$ cat src/rtl/can_rx_status_pkg.sv
// constants for the bit timing and receiver status block
package can_rx_status_pkg;
	// ------------------------------------------------------------
	// register byte offsets
	// ------------------------------------------------------------
	localparam logic [7:0] OFS_CONTROL = 8'h00;
	localparam logic [7:0] OFS_BIT_TIMING = 8'h04;
	localparam logic [7:0] OFS_RX_FLAG = 8'h08;
	localparam logic [7:0] OFS_RX_IRQ_EN = 8'h0C;
	localparam logic [7:0] OFS_RX_ERR_CNT = 8'h10;
	localparam logic [7:0] OFS_TX_ERR_CNT = 8'h14;
	// ------------------------------------------------------------
	// field positions
	// ------------------------------------------------------------
	localparam int BT_MAJORITY_POS = 7;
	localparam int BT_PH2_LSB = 4;
	localparam int BT_PH1_LSB = 0;
	localparam int CTRL_SOFT_RESET_POS = 0;
	localparam int FLG_WAKE = 7;
	localparam int FLG_RX_WARN = 6;
	localparam int FLG_TX_WARN = 5;
	localparam int FLG_RX_PASSIVE = 4;
	localparam int FLG_TX_PASSIVE = 3;
	localparam int FLG_BUS_OFF = 2;
	localparam int FLG_OVERRUN = 1;
	localparam int FLG_RX_FULL = 0;
	// error-class flags feeding the error interrupt
	localparam logic [7:0] ERR_CLASS_MASK = 8'h7E;
	// ------------------------------------------------------------
	// reset values and thresholds
	// ------------------------------------------------------------
	localparam logic [7:0] BIT_TIMING_RESET = 8'h00;
	localparam logic [7:0] FLAG_RESET = 8'h00;
	localparam logic [7:0] IRQ_EN_RESET = 8'h00;
	localparam logic SOFT_RESET_AT_POR = 1'b1;
	localparam logic [8:0] WARN_LIMIT = 9'h060;
	localparam logic [8:0] PASSIVE_LIMIT = 9'h07F;
	localparam logic [8:0] PASSIVE_TOP = 9'h0FF;
	localparam logic [8:0] BUS_OFF_LIMIT = 9'h0FF;
	localparam int RECESSIVE_RUN = 11;
	localparam int RECOVERY_RUNS = 128;
	localparam logic [1:0] RESP_OKAY = 2'h0;
	localparam logic [1:0] RESP_SLVERR = 2'h2;
endpackage : can_rx_status_pkg

$ cat src/rtl/bit_timing_if.sv
// timing configuration carried from the register file to the sampler
`timescale 1ns/1ps
`default_nettype none
interface bit_timing_if;
	logic majority; // three-sample vote wanted
	logic [3:0] phase1; // phase one field
	logic [2:0] phase2; // phase two field
	logic hold; // sampler kept idle
	modport src (output majority, phase1, phase2, hold);
	modport dst (input majority, phase1, phase2, hold);
endinterface : bit_timing_if
`default_nettype wire

$ cat src/rtl/can_bit_sampler.sv
// per-bit quantum counter and sample voter
`timescale 1ns/1ps
`default_nettype none
module can_bit_sampler (
	// clock and reset
	input wire logic ref_clk_i,
	input wire logic rstn_i,
	// configuration
	bit_timing_if.dst cfg,
	// bus side
	input wire logic tq_tick_i,
	input wire logic can_rx_i,
	// decided bit
	output logic bit_o,
	output logic bit_valid_o
);
	logic [4:0] tq_cnt; // quantum index inside the bit
	logic [1:0] hist; // two previous quantum samples
	logic [4:0] sample_at; // last quantum of phase one
	logic [4:0] bit_end; // last quantum of the bit
	logic vote; // majority of three samples

	// ------------------------------------------------------------
	// bit layout
	// ------------------------------------------------------------
	// phase one span: sync quantum 0, then field plus one quanta
	assign sample_at = {1'b0, cfg.phase1} + 5'h01;
	// phase two span; bit equals total quanta times tick period
	assign bit_end = sample_at + {2'h0, cfg.phase2} + 5'h01;
	// vote over sample point and two before
	assign vote = (hist[0] & hist[1]) | (hist[0] & can_rx_i) | (hist[1] & can_rx_i);

	// quantum counter, wraps at the end of each bit
	always_ff @(posedge ref_clk_i or negedge rstn_i) begin
		if (!rstn_i) begin
			tq_cnt <= 5'h00;
		end else if (cfg.hold) begin
			tq_cnt <= 5'h00;
		end else if (tq_tick_i) begin
			tq_cnt <= (tq_cnt == bit_end) ? 5'h00 : tq_cnt + 5'h01;
		end
	end

	// history of quantum samples for the vote
	always_ff @(posedge ref_clk_i or negedge rstn_i) begin
		if (!rstn_i) begin
			hist <= 2'h3;
		end else if (tq_tick_i) begin
			hist <= {hist[0], can_rx_i};
		end
	end

	// bit decision at the sample point
	always_ff @(posedge ref_clk_i or negedge rstn_i) begin
		if (!rstn_i) begin
			bit_o <= 1'b1;
			bit_valid_o <= 1'b0;
		end else begin
			bit_valid_o <= tq_tick_i && !cfg.hold && (tq_cnt == sample_at);
			if (tq_tick_i && !cfg.hold && (tq_cnt == sample_at)) begin
				// single sample when vote is off
				bit_o <= cfg.majority ? vote : can_rx_i;
			end
		end
	end
endmodule : can_bit_sampler
`default_nettype wire

$ cat src/rtl/can_bit_timing_rx_status.sv
// bit timing and receiver status registers with an AXI4-Lite slave
//
// The AXI4-Lite slave port and the register offsets were decided locally.
`timescale 1ns/1ps
`default_nettype none
module can_bit_timing_rx_status (
	// clock and reset
	input wire logic ref_clk_i,
	input wire logic rstn_i,
	// axi4-lite write address
	input wire logic [7:0] s_axi_awaddr,
	input wire logic s_axi_awvalid,
	output logic s_axi_awready,
	// axi4-lite write data
	input wire logic [31:0] s_axi_wdata,
	input wire logic [3:0] s_axi_wstrb,
	input wire logic s_axi_wvalid,
	output logic s_axi_wready,
	// axi4-lite write response
	output logic [1:0] s_axi_bresp,
	output logic s_axi_bvalid,
	input wire logic s_axi_bready,
	// axi4-lite read address
	input wire logic [7:0] s_axi_araddr,
	input wire logic s_axi_arvalid,
	output logic s_axi_arready,
	// axi4-lite read data
	output logic [31:0] s_axi_rdata,
	output logic [1:0] s_axi_rresp,
	output logic s_axi_rvalid,
	input wire logic s_axi_rready,
	// can bus and quantum tick
	input wire logic can_rx_i,
	input wire logic tq_tick_i,
	// controller state and events
	input wire logic sleep_mode_i,
	input wire logic bus_activity_i,
	input wire logic [7:0] rx_error_count_i,
	input wire logic [8:0] tx_error_count_i,
	input wire logic overrun_i,
	input wire logic msg_received_i,
	// outputs to the controller
	output logic soft_reset_o,
	output logic bus_off_o,
	output logic rx_swap_o,
	output logic rx_bit_o,
	output logic rx_bit_valid_o,
	// interrupt requests
	output logic wake_irq_o,
	output logic error_irq_o,
	output logic rx_irq_o
);
	// ------------------------------------------------------------
	// state
	// ------------------------------------------------------------
	logic soft_reset_bit; // control register bit
	logic [7:0] bit_timing_second; // timing register
	logic [7:0] receive_flag_reg; // sticky flags
	logic [7:0] receive_irq_enable_reg; // flag enables
	logic [7:0] next_flags; // flag value for next edge
	logic [7:0] flag_set; // hardware set terms
	logic [7:0] flag_hold; // causes still present
	logic [7:0] flag_clr; // software clear requests
	logic aw_held; // write address captured
	logic w_held; // write data captured
	logic [7:0] aw_addr; // captured write address
	logic [7:0] w_data; // captured low byte
	logic w_lane0; // low byte lane enabled
	logic wr_fire; // register write this cycle
	logic wr_mapped; // write address decodes
	logic rd_mapped; // read address decodes
	logic [31:0] rd_word; // decoded read value
	logic recovered; // bus-off recovery seen
	logic swap_ok; // background may move forward
	logic rx_warn_cond; // receive warning cause
	logic tx_warn_cond; // transmit warning cause
	logic rx_pass_cond; // receive passive cause
	logic tx_pass_cond; // transmit passive cause
	logic bus_off_cond; // bus-off cause

	bit_timing_if timing ();

	// ------------------------------------------------------------
	// sampler and recovery counter
	// ------------------------------------------------------------
	assign timing.majority = bit_timing_second[can_rx_status_pkg::BT_MAJORITY_POS];
	assign timing.phase1 = bit_timing_second[can_rx_status_pkg::BT_PH1_LSB +: 4];
	assign timing.phase2 = bit_timing_second[can_rx_status_pkg::BT_PH2_LSB +: 3];
	assign timing.hold = soft_reset_bit;

	can_bit_sampler u_sampler (
		.ref_clk_i(ref_clk_i),
		.rstn_i(rstn_i),
		.cfg(timing),
		.tq_tick_i(tq_tick_i),
		.can_rx_i(can_rx_i),
		.bit_o(rx_bit_o),
		.bit_valid_o(rx_bit_valid_o)
	);

	can_bus_off_recovery u_recovery (
		.ref_clk_i(ref_clk_i),
		.rstn_i(rstn_i),
		.active_i(receive_flag_reg[can_rx_status_pkg::FLG_BUS_OFF]),
		.bit_i(rx_bit_o),
		.bit_valid_i(rx_bit_valid_o),
		.recovered_o(recovered)
	);

	// ------------------------------------------------------------
	// axi4-lite write channel
	// ------------------------------------------------------------
	assign wr_fire = aw_held && w_held && !s_axi_bvalid;
	// address and data may arrive in either order
	always_ff @(posedge ref_clk_i or negedge rstn_i) begin
		if (!rstn_i) begin
			s_axi_awready <= 1'b0;
			s_axi_wready <= 1'b0;
			aw_held <= 1'b0;
			w_held <= 1'b0;
			aw_addr <= 8'h00;
			w_data <= 8'h00;
			w_lane0 <= 1'b0;
		end else begin
			s_axi_awready <= s_axi_awvalid && !s_axi_awready && !aw_held;
			s_axi_wready <= s_axi_wvalid && !s_axi_wready && !w_held;
			if (s_axi_awvalid && s_axi_awready) begin
				aw_held <= 1'b1;
				aw_addr <= s_axi_awaddr;
			end else if (wr_fire) begin
				aw_held <= 1'b0;
			end
			if (s_axi_wvalid && s_axi_wready) begin
				w_held <= 1'b1;
				w_data <= s_axi_wdata[7:0];
				w_lane0 <= s_axi_wstrb[0];
			end else if (wr_fire) begin
				w_held <= 1'b0;
			end
		end
	end

	// write address decode
	always_comb begin
		if (aw_addr == can_rx_status_pkg::OFS_CONTROL) begin
			wr_mapped = 1'b1;
		end else if (aw_addr == can_rx_status_pkg::OFS_BIT_TIMING) begin
			wr_mapped = 1'b1;
		end else if (aw_addr == can_rx_status_pkg::OFS_RX_FLAG) begin
			wr_mapped = 1'b1;
		end else if (aw_addr == can_rx_status_pkg::OFS_RX_IRQ_EN) begin
			wr_mapped = 1'b1;
		end else if (aw_addr == can_rx_status_pkg::OFS_RX_ERR_CNT) begin
			wr_mapped = 1'b1;
		end else if (aw_addr == can_rx_status_pkg::OFS_TX_ERR_CNT) begin
			wr_mapped = 1'b1;
		end else begin
			wr_mapped = 1'b0;
		end
	end

	// write response, one outstanding
	always_ff @(posedge ref_clk_i or negedge rstn_i) begin
		if (!rstn_i) begin
			s_axi_bvalid <= 1'b0;
			s_axi_bresp <= can_rx_status_pkg::RESP_OKAY;
		end else if (wr_fire) begin
			s_axi_bvalid <= 1'b1;
			s_axi_bresp <= wr_mapped ? can_rx_status_pkg::RESP_OKAY : can_rx_status_pkg::RESP_SLVERR;
		end else if (s_axi_bready) begin
			s_axi_bvalid <= 1'b0;
		end
	end

	// ------------------------------------------------------------
	// control and configuration registers
	// ------------------------------------------------------------
	// soft reset bit, set after power-on so timing can be loaded
	always_ff @(posedge ref_clk_i or negedge rstn_i) begin
		if (!rstn_i) begin
			soft_reset_bit <= can_rx_status_pkg::SOFT_RESET_AT_POR;
		end else if (wr_fire && w_lane0 && aw_addr == can_rx_status_pkg::OFS_CONTROL) begin
			soft_reset_bit <= w_data[can_rx_status_pkg::CTRL_SOFT_RESET_POS];
		end
	end

	// timing writable only in soft reset
	always_ff @(posedge ref_clk_i or negedge rstn_i) begin
		if (!rstn_i) begin
			bit_timing_second <= can_rx_status_pkg::BIT_TIMING_RESET;
		end else if (wr_fire && w_lane0 && soft_reset_bit && aw_addr == can_rx_status_pkg::OFS_BIT_TIMING) begin
			// invalid field values are stored as written; software must avoid them
			bit_timing_second <= w_data;
		end
	end

	always_ff @(posedge ref_clk_i or negedge rstn_i) begin
		if (!rstn_i) begin
			receive_irq_enable_reg <= can_rx_status_pkg::IRQ_EN_RESET;
		end else if (soft_reset_bit) begin
			receive_irq_enable_reg <= can_rx_status_pkg::IRQ_EN_RESET;
		end else if (wr_fire && w_lane0 && aw_addr == can_rx_status_pkg::OFS_RX_IRQ_EN) begin
			receive_irq_enable_reg <= w_data;
		end
	end

	// ------------------------------------------------------------
	// flag causes
	// ------------------------------------------------------------
	// receive warning over 96
	assign rx_warn_cond = {1'b0, rx_error_count_i} > can_rx_status_pkg::WARN_LIMIT;
	assign tx_warn_cond = tx_error_count_i > can_rx_status_pkg::WARN_LIMIT;
	assign rx_pass_cond = {1'b0, rx_error_count_i} > can_rx_status_pkg::PASSIVE_LIMIT;
	assign tx_pass_cond = (tx_error_count_i > can_rx_status_pkg::PASSIVE_LIMIT)
		&& (tx_error_count_i <= can_rx_status_pkg::PASSIVE_TOP);
	assign bus_off_cond = tx_error_count_i > can_rx_status_pkg::BUS_OFF_LIMIT;
	// no swap while the foreground is full
	assign swap_ok = msg_received_i && !receive_flag_reg[can_rx_status_pkg::FLG_RX_FULL] && !soft_reset_bit;

	// set and hold terms per flag
	always_comb begin
		flag_set = 8'h00;
		flag_hold = 8'h00;
		flag_set[can_rx_status_pkg::FLG_WAKE] = sleep_mode_i && bus_activity_i;
		flag_hold[can_rx_status_pkg::FLG_WAKE] = sleep_mode_i && bus_activity_i;
		// gated by passive and bus-off flags
		flag_set[can_rx_status_pkg::FLG_RX_WARN] = rx_warn_cond
			&& !receive_flag_reg[can_rx_status_pkg::FLG_RX_PASSIVE]
			&& !receive_flag_reg[can_rx_status_pkg::FLG_TX_PASSIVE]
			&& !receive_flag_reg[can_rx_status_pkg::FLG_BUS_OFF];
		flag_hold[can_rx_status_pkg::FLG_RX_WARN] = rx_warn_cond;
		// gated by passive and bus-off flags
		flag_set[can_rx_status_pkg::FLG_TX_WARN] = tx_warn_cond
			&& !receive_flag_reg[can_rx_status_pkg::FLG_RX_PASSIVE]
			&& !receive_flag_reg[can_rx_status_pkg::FLG_TX_PASSIVE]
			&& !receive_flag_reg[can_rx_status_pkg::FLG_BUS_OFF];
		flag_hold[can_rx_status_pkg::FLG_TX_WARN] = tx_warn_cond;
		flag_set[can_rx_status_pkg::FLG_RX_PASSIVE] = rx_pass_cond
			&& !receive_flag_reg[can_rx_status_pkg::FLG_BUS_OFF];
		flag_hold[can_rx_status_pkg::FLG_RX_PASSIVE] = rx_pass_cond;
		flag_set[can_rx_status_pkg::FLG_TX_PASSIVE] = tx_pass_cond
			&& !receive_flag_reg[can_rx_status_pkg::FLG_BUS_OFF];
		flag_hold[can_rx_status_pkg::FLG_TX_PASSIVE] = tx_pass_cond;
		flag_set[can_rx_status_pkg::FLG_BUS_OFF] = bus_off_cond;
		// clear refused until recovery runs seen
		flag_hold[can_rx_status_pkg::FLG_BUS_OFF] = bus_off_cond || !recovered;
		// overrun from controller or a message into a full foreground
		flag_set[can_rx_status_pkg::FLG_OVERRUN] = overrun_i
			|| (msg_received_i && receive_flag_reg[can_rx_status_pkg::FLG_RX_FULL]);
		flag_hold[can_rx_status_pkg::FLG_OVERRUN] = flag_set[can_rx_status_pkg::FLG_OVERRUN];
		flag_set[can_rx_status_pkg::FLG_RX_FULL] = swap_ok;
		flag_hold[can_rx_status_pkg::FLG_RX_FULL] = swap_ok;
	end

	assign flag_clr = (wr_fire && w_lane0 && aw_addr == can_rx_status_pkg::OFS_RX_FLAG) ? w_data : 8'h00;

	// per-bit flag update; a set in the clearing cycle wins
	genvar fi;
	generate
		for (fi = 0; fi < 8; fi++) begin : g_flag
			assign next_flags[fi] = flag_set[fi]
				|| (receive_flag_reg[fi] && !(flag_clr[fi] && !flag_hold[fi]));
		end
	endgenerate

	// reset clears flags; held during soft reset
	always_ff @(posedge ref_clk_i or negedge rstn_i) begin
		if (!rstn_i) begin
			receive_flag_reg <= can_rx_status_pkg::FLAG_RESET;
		end else if (soft_reset_bit) begin
			receive_flag_reg <= can_rx_status_pkg::FLAG_RESET;
		end else begin
			receive_flag_reg <= next_flags;
		end
	end

	// ------------------------------------------------------------
	// interrupt requests and status outputs
	// ------------------------------------------------------------
	// registered to keep outputs on flops; one edge after the flags, except rx_swap_o, which rises on the edge that sets the full flag
	always_ff @(posedge ref_clk_i or negedge rstn_i) begin
		if (!rstn_i) begin
			wake_irq_o <= 1'b0;
			error_irq_o <= 1'b0;
			rx_irq_o <= 1'b0;
			soft_reset_o <= can_rx_status_pkg::SOFT_RESET_AT_POR;
			bus_off_o <= 1'b0;
			rx_swap_o <= 1'b0;
		end else begin
			wake_irq_o <= receive_flag_reg[can_rx_status_pkg::FLG_WAKE]
				&& receive_irq_enable_reg[can_rx_status_pkg::FLG_WAKE];
			rx_irq_o <= receive_flag_reg[can_rx_status_pkg::FLG_RX_FULL]
				&& receive_irq_enable_reg[can_rx_status_pkg::FLG_RX_FULL];
			// error request OR of enabled error-class flags
			error_irq_o <= |(receive_flag_reg & receive_irq_enable_reg & can_rx_status_pkg::ERR_CLASS_MASK);
			soft_reset_o <= soft_reset_bit;
			bus_off_o <= receive_flag_reg[can_rx_status_pkg::FLG_BUS_OFF];
			rx_swap_o <= swap_ok;
		end
	end

	// ------------------------------------------------------------
	// axi4-lite read channel
	// ------------------------------------------------------------
	// read decode; unused upper bits read zero
	always_comb begin
		rd_word = 32'h0000_0000;
		rd_mapped = 1'b1;
		if (s_axi_araddr == can_rx_status_pkg::OFS_CONTROL) begin
			rd_word[can_rx_status_pkg::CTRL_SOFT_RESET_POS] = soft_reset_bit;
		end else if (s_axi_araddr == can_rx_status_pkg::OFS_BIT_TIMING) begin
			rd_word[7:0] = bit_timing_second;
		end else if (s_axi_araddr == can_rx_status_pkg::OFS_RX_FLAG) begin
			rd_word[7:0] = receive_flag_reg;
		end else if (s_axi_araddr == can_rx_status_pkg::OFS_RX_IRQ_EN) begin
			rd_word[7:0] = receive_irq_enable_reg;
		end else if (s_axi_araddr == can_rx_status_pkg::OFS_RX_ERR_CNT) begin
			rd_word[7:0] = rx_error_count_i;
		end else if (s_axi_araddr == can_rx_status_pkg::OFS_TX_ERR_CNT) begin
			rd_word[8:0] = tx_error_count_i;
		end else begin
			rd_mapped = 1'b0;
		end
	end

	// read address accept, then data on the following edge
	always_ff @(posedge ref_clk_i or negedge rstn_i) begin
		if (!rstn_i) begin
			s_axi_arready <= 1'b0;
			s_axi_rvalid <= 1'b0;
			s_axi_rdata <= 32'h0000_0000;
			s_axi_rresp <= can_rx_status_pkg::RESP_OKAY;
		end else begin
			s_axi_arready <= s_axi_arvalid && !s_axi_arready && !s_axi_rvalid;
			if (s_axi_arvalid && s_axi_arready) begin
				s_axi_rvalid <= 1'b1;
				s_axi_rdata <= rd_word;
				s_axi_rresp <= rd_mapped ? can_rx_status_pkg::RESP_OKAY : can_rx_status_pkg::RESP_SLVERR;
			end else if (s_axi_rready) begin
				s_axi_rvalid <= 1'b0;
			end
		end
	end
endmodule : can_bit_timing_rx_status
`default_nettype wire

$ cat src/rtl/can_bus_off_recovery.sv
// counts runs of recessive bits while the node is bus-off
`timescale 1ns/1ps
`default_nettype none
module can_bus_off_recovery #(
	parameter int RUN_LEN = can_rx_status_pkg::RECESSIVE_RUN,
	parameter int RUNS = can_rx_status_pkg::RECOVERY_RUNS
) (
	// clock and reset
	input wire logic ref_clk_i,
	input wire logic rstn_i,
	// bit stream and state
	input wire logic active_i,
	input wire logic bit_i,
	input wire logic bit_valid_i,
	// result
	output logic recovered_o
);
	logic [3:0] run_cnt; // consecutive recessive bits
	logic [7:0] run_total; // completed runs

	// count 128 runs of 11 recessive bits
	always_ff @(posedge ref_clk_i or negedge rstn_i) begin
		if (!rstn_i) begin
			run_cnt <= 4'h0;
			run_total <= 8'h00;
			recovered_o <= 1'b0;
		end else if (!active_i) begin
			// counting restarts on every entry to bus-off
			run_cnt <= 4'h0;
			run_total <= 8'h00;
			recovered_o <= 1'b0;
		end else if (bit_valid_i && !recovered_o) begin
			if (!bit_i) begin
				// dominant bit breaks the run
				run_cnt <= 4'h0;
			end else if (run_cnt == 4'(RUN_LEN - 1)) begin
				run_cnt <= 4'h0;
				run_total <= run_total + 8'h01;
				recovered_o <= (run_total == 8'(RUNS - 1));
			end else begin
				run_cnt <= run_cnt + 4'h1;
			end
		end
	end
endmodule : can_bus_off_recovery
`default_nettype wire

$ cat config.mk
export PLATFORM = sky130hd
export DESIGN_NAME = can_bit_timing_rx_status
export DESIGN_NICKNAME = d
export VERILOG_FILES = /design/src/rtl/can_rx_status_pkg.sv /design/src/rtl/bit_timing_if.sv /design/src/rtl/can_bit_sampler.sv /design/src/rtl/can_bit_timing_rx_status.sv /design/src/rtl/can_bus_off_recovery.sv
export SDC_FILE = /design/constraint.sdc
export NUM_CORES = 1
export LEC_CHECK = 0
export ABC_AREA = 1
export BUFFER_PORTS_ARGS = -buffer_cell sky130_fd_sc_hd__buf_4
export CORE_UTILIZATION = 29
export CTS_CLUSTER_DIAMETER = 200
export CTS_CLUSTER_SIZE = 14
export DETAILED_ROUTE_END_ITERATION = 10
export SYNTH_ARGS = -nofsm -noshare
export SYNTH_HDL_FRONTEND = slang
export SYNTH_HIERARCHICAL = 1
export SYNTH_SLANG_ARGS = --single-unit
$ cat constraint.sdc
create_clock -name ref_clk_i -period 3.2 [get_ports ref_clk_i]
set_clock_uncertainty 0.2 [all_clocks]
set_input_delay 0.96 -clock ref_clk_i [delete_from_list [all_inputs] [get_ports ref_clk_i]]
set_output_delay 0.96 -clock ref_clk_i [all_outputs]
set_load 0.05 [all_outputs]
==> flow_metrics.tcl, run 1 <==
set metrics [dict create \
    outcome "finished clean" \
    worst_slack_ps 642 \
    hold_path_class "register to register" \
    cts_resized 0 \
    place_area_um2 5650 \
    multi_input_area_um2 2280 \
    pwr-share-seq_pct 42.4 \
    largest_reg_flops 9 \
    grt_pass1_vias 3923 \
    rsz0062_at_grt "no" \
    antenna-diode-count 0 \
    final_area_um2 5960 \
    seqCellArea_um2 2210 \
    numPortBuffers 78 \
    final_cell_mix "nand2_1, dfrtp_1, buf_4" \
    cts_hold_buf 0 \
    layout_commonest_cell "nand2_1" \
    hold_viol_final 0 \
    cts_tree "yes" \
    htreeDepth 3 \
    switching_share_pct 37.6 \
    core-area_um2 16500 \
    slew_headroom_pct 61.1 \
    r2r-end "u_sampler/tq_cnt[4]" \
    std_cell_rows 47 \
    synth_cell_types 44 \
    hold_start "s_axi_arready" \
    cap_violations 0 \
    initialDrtViolationCount 243 \
    power_frac_comb_pct 29.2 \
    r2r_slack_ps 640 \
    finalCritPeriodShare_pct 79.9 \
    reg2reg_from "bit_timing_second[0]" \
    cts_buffers 9 \
    worstHoldEndpoint "s_axi_arready" \
    drv_slew 0 \
    area_growth_pct 21.5 \
    worst-path-max-fanout 9 \
    ant_nets 0 \
    dr.pass1.iters 6 \
    end_kind "register" \
    ys_ff_latch 88 \
    via_per_inst 4.39 \
    clkSinkCount 88 \
    pin_count 131 \
    drive_gt1_share_pct 21.2 \
    nNetsFinal 797 \
    clock_latency_ps 340 \
    arrival_ps 2590 \
    power_switching_mw 1.46 \
    initial_core_util_pct 29.7 \
    reg2regPathDepth 13 \
    grt_max_degree 43 \
    track_usage_pct 13.8 \
    yosysWarningCount 6 \
    fillers 1764 \
    yosys-top-cells-area "dfrtp_1, nand2_1, inv_1" \
    p_int_mw 2.42 \
    largest_register "s_axi_rdata" \
    async_reset_ff_share_pct 100 \
    cts_buffer_depth 2 \
    hold_path_depth 1 \
    power.share.clock_pct 28.4 \
    startpoint_type "register" \
    post_drt_wl_per_cell_um 12.1 \
    post-cts-setup-buffers 0 \
    overflow 0 \
    fin_crit_ps 2560 \
    clock-root-buffer "clkbuf_16" \
    syn_area_um2 4910 \
    setup_violations 0 \
    setup.worst_path.class "register to register" \
    syn_inst 624 \
    synth_sequential_area_ratio_pct 45.0 \
    p_leak_nw 3.09 \
    die-area_um2 17400 \
    dpl.hpwl_mm 8.52 \
    tns_ps 0 \
    worstMarginPinSlew_ps 584 \
    synth_flop_cell "dfrtp_1" \
    die_w_um 132 \
    dpl_worst_slack_ps 665 \
    synth_top_area_share_pct 42.3 \
    critPathRequiredTime_ps 3230 \
    place_congestion 0.872 \
    drc 0 \
    wl_mm 11.3 \
    antenna_found_initial 0 \
    yosysTopAreaCell "dfrtp_1" \
    num_vias 4084 \
    grt_first_pass_wirelength_mm 19.1 \
    p_per_area_nw_per_um2 650 \
    synth_edf_count 0 \
    max-vdd-ir-drop_mv 0.368 \
    cts.clk_slew.worst_paths_ps 70 \
    die_h_um 132 \
    syn_area_per_cell_um2 7.86 \
    max_freq_mhz 391 \
]
-- synth_stat cells (2+ instances only) --
library cell and instances:
a21oi_1 27, nor3_1 4, clkbuf_1 3, nand3_1 35, mux2_2 7, ha_1 8
nand2_4 2, nor2_2 6, o21ai_1 6, nand4_1 16, inv_1 65, or2_2 2
inv_2 3, buf_6 2, buf_4 27, xor2_1 5, o21ai_0 27, dfstp_2 5
nor2_4 4, nand2_2 9, a31oi_1 2, dfrtp_1 83, nand2_1 182, o21ai_2 10
nor2_1 65
-- through the flow --
stage	util (%)	hold slack [ps]	instances	power, mW
2_1_floorplan	-	173	648	2.48
3_3_place_gp	34.2	237	915	2.79
3_5_place_dp	34.2	241	915	2.81
4_1_cts	36.1	250	931	3.93
5_1_grt	36.1	276	931	4.14
6_report	36.1	245	931	3.87
-- cell families after synthesis --
group           synth area share, %
compound gates                 8.95
xor+xnor                       1.07
fa+ha+maj                      2.45
buf+inv                        10.4
flops                          45.0
mux                            1.61
other cells                  0.0764
simple gates                   30.5
-- critical path: stages, from the launching register on --
cell and delay (ps):
dfrtp_1 530, ha_1 320, xnor2_1 220, inv_1 90
ha_1 340, nand2_1 110, nand2_1 100, nand3_1 80
nand2_1 60, nand2_1 90, nor2_4 90, nand2_2 90
nand2_1 70, nand2_1 50
-- area by class of cell --
type	count	share of cell area (%)
inverter	69	4.39
multi-input combinational	457	38.2
clock inverter	6	1.28
sequential	88	37.0
clock buffer	10	4.01
tap	220	4.62
timing repair buffer	81	10.4
-- metal layers --
layer	up-vias	GRT usage (%)	share of wire (%)
li1	2117	-	-
met2	90	21.5	45
met5	-	0	0
met4	0	3.81	1.2
met3	12	4.19	5.5
met1	1865	18.5	48
-- worst max-delay path by stage --
| stage | start | end |
|---|---|---|
| after floorplan | bit_timing_second[0] | u_sampler/tq_cnt[0] |
| after global placement | s_axi_araddr[0] | s_axi_rdata[0] |
| after detailed placement | s_axi_araddr[3] | s_axi_rdata[0] |
| after CTS | bit_timing_second[0] | u_sampler/tq_cnt[3] |
| after global routing | bit_timing_second[0] | u_sampler/tq_cnt[0] |
| final | bit_timing_second[0] | u_sampler/tq_cnt[4] |
-- power groups by stage --
stage                     Clock (mW)  Sequential [mW]  Combinational (mW)
after global placement             0             1.66                1.13
after floorplan                    0             1.78               0.709
final                           1.10             1.64                1.13
after detailed placement           0             1.66                1.15
after CTS                       1.14             1.64                1.15
after global routing            1.18             1.68                1.27
(Power assumes the default switching activity.)
==> run 2, diff against run 1 <==
Clock period 3.2 ns to 2.52 ns, I/O delays scaled along.
==> flow_metrics.tcl, run 2 (same netlist as run 1, synthesis figures left out) <==
set metrics [dict create \
    grt_first_pass_wirelength_mm 19.2 \
    final_util_pct 36.6 \
    pin_count 131 \
    worstMarginPinSlew_ps 581 \
    die_w_um 132 \
    tns_ps 0 \
    worst-path-max-fanout 5 \
    critPathLaunch "bit_timing_second[0]" \
    dpl.hpwl_mm 8.87 \
    antenna-diode-count 0 \
    r2r_slack_ps 180 \
    max_freq_mhz 427 \
    hold_viol_final 0 \
    final_cell_mix "nand2_1, buf_4, dfrtp_1" \
    numPortBuffers 78 \
    arrival_ps 2380 \
    end_kind "register" \
    fin_crit_ps 2340 \
    die_h_um 132 \
    cts_buffer_depth 2 \
    dp_cells 923 \
    antenna_found_initial 0 \
    reg2reg_from "bit_timing_second[0]" \
    max-vdd-ir-drop_mv 0.579 \
    overflow 0 \
    layout_commonest_cell "nand2_1" \
    slew_headroom_pct 61.3 \
    clkSinkCount 88 \
    area_growth_pct 23.3 \
    startpoint_type "register" \
    instances_no_fill 940 \
    r2r-end "u_sampler/tq_cnt[2]" \
    core-area_um2 16500 \
    initialDrtViolationCount 186 \
    reg2regPathDepth 9 \
    grt_pass1_vias 3837 \
    largest_register "s_axi_rdata" \
    place_congestion 0.861 \
    cap_violations 0 \
    drc 0 \
    post_drt_wl_per_cell_um 12.3 \
    nNetsFinal 806 \
    worst_slack_ps 180 \
    clock_latency_ps 350 \
    dr.pass1.iters 5 \
    clock-root-buffer "clkbuf_16" \
    via_per_inst 4.39 \
    hold_path_class "primary input to async pin" \
    die-area_um2 17400 \
    initial_core_util_pct 29.7 \
    htreeDepth 3 \
    dpl_worst_slack_ps 172 \
    drv_slew 0 \
    cts_buffers 9 \
    fillers 1748 \
    drive_gt1_share_pct 22.8 \
    outcome "finished clean" \
    setup.worst_path.class "register to register" \
    cts_tree "yes" \
    finalCritPeriodShare_pct 92.8 \
    std_cell_rows 47 \
    p_per_area_nw_per_um2 834 \
    ant_nets 0 \
    p_leak_nw 3.13 \
    track_usage_pct 14.1 \
    largest_reg_flops 9 \
    num_vias 4126 \
    grt_max_degree 34 \
    wl_mm 11.5 \
    critPathRequiredTime_ps 2560 \
    setup_violations 0 \
    cts.clk_slew.worst_paths_ps 70 \
    cts_hold_buf 0 \
]
==> run 2: area by class of cell <==
cell class / count / area (um^2) / share of cell area, %
Inverter: 69 / 262 / 4.32
Multi-Input combinational cell: 457 / 2290 / 37.9
Clock buffer: 9 / 225 / 3.72
Sequential cell: 88 / 2210 / 36.5
Tap cell: 220 / 275 / 4.55
Timing Repair Buffer: 90 / 676 / 11.2
Clock inverter: 7 / 108 / 1.78
==> run 2: how the worst max path moves through the flow <==
stage	to	slack (ps)	cells after the start
after CTS	u_sampler/tq_cnt[1]	140	13
after global placement	u_sampler/tq_cnt[3]	180	13
after floorplan	u_sampler/tq_cnt[0]	290	9
after detailed placement	u_sampler/tq_cnt[1]	170	13
final	u_sampler/tq_cnt[2]	180	9
after global routing	u_sampler/tq_cnt[3]	-3	13
==> run 2: power breakdown <==
part	internal (mW)	total, mW	switching [mW]
Combinational	0.490	1.44	0.951
Clock	0.890	1.51	0.617
Sequential	1.77	2.09	0.323
==> run 2: what timing repair did <==
| item | in CTS | in global routing |
|---|---|---|
| endpoints found under the setup margin | 0 | 5 |
| setup buffers | 0 | 1 |
| gates resized for setup | 0 | 4 |
==> run 2: layer usage <==
layer | global-route usage [%] | up-vias | wire, um
met1 | 18.7 | 1903 | 5550
li1 | - | 2124 | -
met3 | 4.23 | 12 | 658
met5 | 0 | - | 0
met4 | 4.13 | 0 | 143
met2 | 22.0 | 87 | 5190
==> run 2: per-stage QoR <==
stage | hold slack [ps] | cell area, um^2 | power (mW)
2_1_floorplan | 173 | 5000 | 3.15
3_3_place_gp | 241 | 5690 | 3.55
3_5_place_dp | 243 | 5690 | 3.57
4_1_cts | 166 | 6030 | 5.11
5_1_grt | 171 | 6050 | 5.38
6_report | 151 | 6050 | 5.04
==> run 2: critical path: stages (launching register included) <==
cell and delay [ps]:
dfrtp_2 440, ha_2 330, inv_1 80, fa_2 550
xor2_1 140, nand4_1 160, nor2_4 130, nand2_2 80
nand2_1 70, nand2_1 40
==> run 3, diff against run 2 <==
Settings changed: ABC_AREA 1 to default, CORE_UTILIZATION 29 to 53, PLACE_DENSITY from default to 0.81.
==> flow_metrics.tcl, run 3 <==
set metrics [dict create \
    end_kind "register" \
    cts_buffer_depth 2 \
    startpoint_type "register" \
    ant_nets 0 \
    yosys-top-cells-area "dfrtp_1, mux2_2, mux2i_1" \
    rsz0062_at_grt "yes" \
    htreeDepth 3 \
    syn_area_per_cell_um2 10.1 \
    drc 0 \
    grt_first_pass_wirelength_mm 17.2 \
    num_vias 3676 \
    fillers 678 \
    drive_gt1_share_pct 29.6 \
    grt_max_degree 37 \
    max_freq_mhz 405 \
    track_usage_pct 24.6 \
    max-vdd-ir-drop_mv 0.560 \
    async_reset_ff_share_pct 100 \
    final_cell_mix "buf_4, dfrtp_1, nand2_1" \
    synth_flop_cell "dfrtp_1" \
    dpl.hpwl_mm 7.75 \
    synth_mux_area_share_pct 11.9 \
    synth_cell_types 55 \
    grt_pass1_vias 3686 \
    core-area_um2 8640 \
    initial_core_util_pct 54.5 \
    final_util_pct 66.0 \
    clock-root-buffer "clkbuf_8" \
    synth_commonest_cells "dfrtp_1, nand2_1, o21ai_0" \
    syn_inst 464 \
    synth_xor_area_share_pct 2.23 \
    critPathLaunch "bit_timing_second[0]" \
    tns_ps 0 \
    yosysTopAreaCell "dfrtp_1" \
    die-area_um2 9260 \
    hold_path_class "primary input to async pin" \
    hold_viol_final 0 \
    drv_slew 0 \
    std_cell_rows 34 \
    cap_violations 0 \
    cts_tree "yes" \
    setup.worst_path.class "register to register" \
    reg2reg_from "bit_timing_second[0]" \
    largest_reg_flops 9 \
    worstMarginPinSlew_ps 640 \
    yosysWarningCount 6 \
    finalCritPeriodShare_pct 98.1 \
    die_h_um 96.2 \
    cts.clk_slew.worst_paths_ps 80 \
    place_congestion 0.918 \
    cts_hold_buf 0 \
    synth_top_area_share_pct 44.1 \
    synth_top_family_by_area "simple AND/OR/NAND/NOR gates" \
    antenna_found_initial 0 \
    worst-path-max-fanout 5 \
    clock_latency_ps 350 \
    post-cts-setup-buffers 0 \
    dr.pass1.iters 4 \
    synth_edf_count 0 \
    post_drt_wl_per_cell_um 15.3 \
    synth_compound_area_share_pct 12.0 \
    via_per_inst 5.49 \
    antenna-diode-count 0 \
    setup_violations 0 \
    ys_ff_latch 88 \
    die_w_um 96.2 \
    syn_area_um2 4700 \
    layout_commonest_cell "buf_4" \
    initialDrtViolationCount 209 \
    wl_mm 10.2 \
    critPathRequiredTime_ps 2540 \
    largest_register "s_axi_rdata" \
    clkSinkCount 88 \
    nNetsFinal 647 \
    overflow 0 \
    outcome "finished clean" \
    synth_sequential_area_ratio_pct 46.9 \
    pin_count 131 \
    p_leak_nw 2.66 \
    arrival_ps 2490 \
    fin_crit_ps 2470 \
    slew_headroom_pct 57.3 \
    cts_buffers 9 \
    area_growth_pct 21.2 \
    yosysMostFrequentCell "dfrtp_1" \
    synthAdderAreaFrac_pct 2.55 \
    numPortBuffers 78 \
    synth-simple-area-share_pct 17.6 \
    p_per_area_nw_per_um2 740 \
]
==> run 3: cell types whose count changed in the layout (fill, tap and decap cells not counted), sizes merged, moves of 8 or more <==
cell and change:
nand2b +9, nand3 -24, o211ai +8, nand4 -14, mux2 +23, inv -54, o21ai -8, mux2i +22
nor2 -44, nor2b +11, nand2 -155
==> run 3: worst max-delay path, cell delays in order (launching register included) <==
cell      delay, ps
dfrtp_2         450
ha_4            260
ha_1            270
nor2b_1         130
o21a_1          180
or3_1           320
a221oi_2        240
buf_4           190
o32ai_1         100
==> run 3: cell type report <==
cell class	instances	area, um^2	share of cell area (%)
well taps	108	135	2.37
repair buffers	97	766	13.4
flip-flops and latches	88	2210	38.7
inverters	19	71.3	1.25
clock buffers	12	135	2.37
multi-input cells	341	2340	41.0
clock inverters	4	45.0	0.790
==> run 3: through the flow <==
| stage | area (um^2) | hold WS [ps] | power (mW) | std cells | setup WS, ps |
|---|---|---|---|---|---|
| after floorplan | 4810 | 201 | 2.87 | 488 | 31.8 |
| after detailed placement | 5460 | 263 | 3.29 | 653 | -97.6 |
| after CTS | 5650 | 169 | 4.23 | 669 | 34.5 |
| after global placement | 5460 | 247 | 3.22 | 653 | 10.8 |
| after global routing | 5700 | 180 | 4.48 | 669 | -17.7 |
| final | 5700 | 161 | 4.22 | 669 | 48.4 |
==> run 3: worst paths after layout <==
kind | end | slack [ps] | depth (start not counted)
max | u_sampler/tq_cnt[1] | 50 | 8
min | s_axi_rvalid | 160 | 1
max reg2reg | u_sampler/tq_cnt[1] | 50 | 8
min reg2reg | s_axi_arready | 270 | 1
max in group asynchronous | soft_reset_bit | 1360 | 2
min in group ref_clk_i | s_axi_arready | 270 | 1
==> run 3: logic make-up after synthesis <==
logic type      Yosys count
compound gates           92
xor+xnor                 12
fa+ha+maj                 9
buf+inv                  59
flops                    88
mux                      52
other cells               1
simple gates            151
==> run 3: metal layers <==
metal	GRT usage, %	up-vias	part of all wire, %
li1	-	1781	-
met1	30.3	1795	43
met2	43.4	86	52
met3	4.50	14	3.6
met4	8.08	0	1.3
met5	0	-	0
==> run 3: power by group <==
| part | internal [mW] | leakage (nW) | switching, mW |
|---|---|---|---|
| sequential | 1.71 | 1.11 | 0.335 |
| clock | 0.455 | 0.0941 | 0.475 |
| combinational | 0.537 | 1.45 | 0.702 |
==> run 3: repair_timing <==
action	4_1_cts	5_1_grt
setup endpoints to repair	5	13
gates resized for setup	4	12
hold endpoints to repair	0	0
pin swaps	0	3
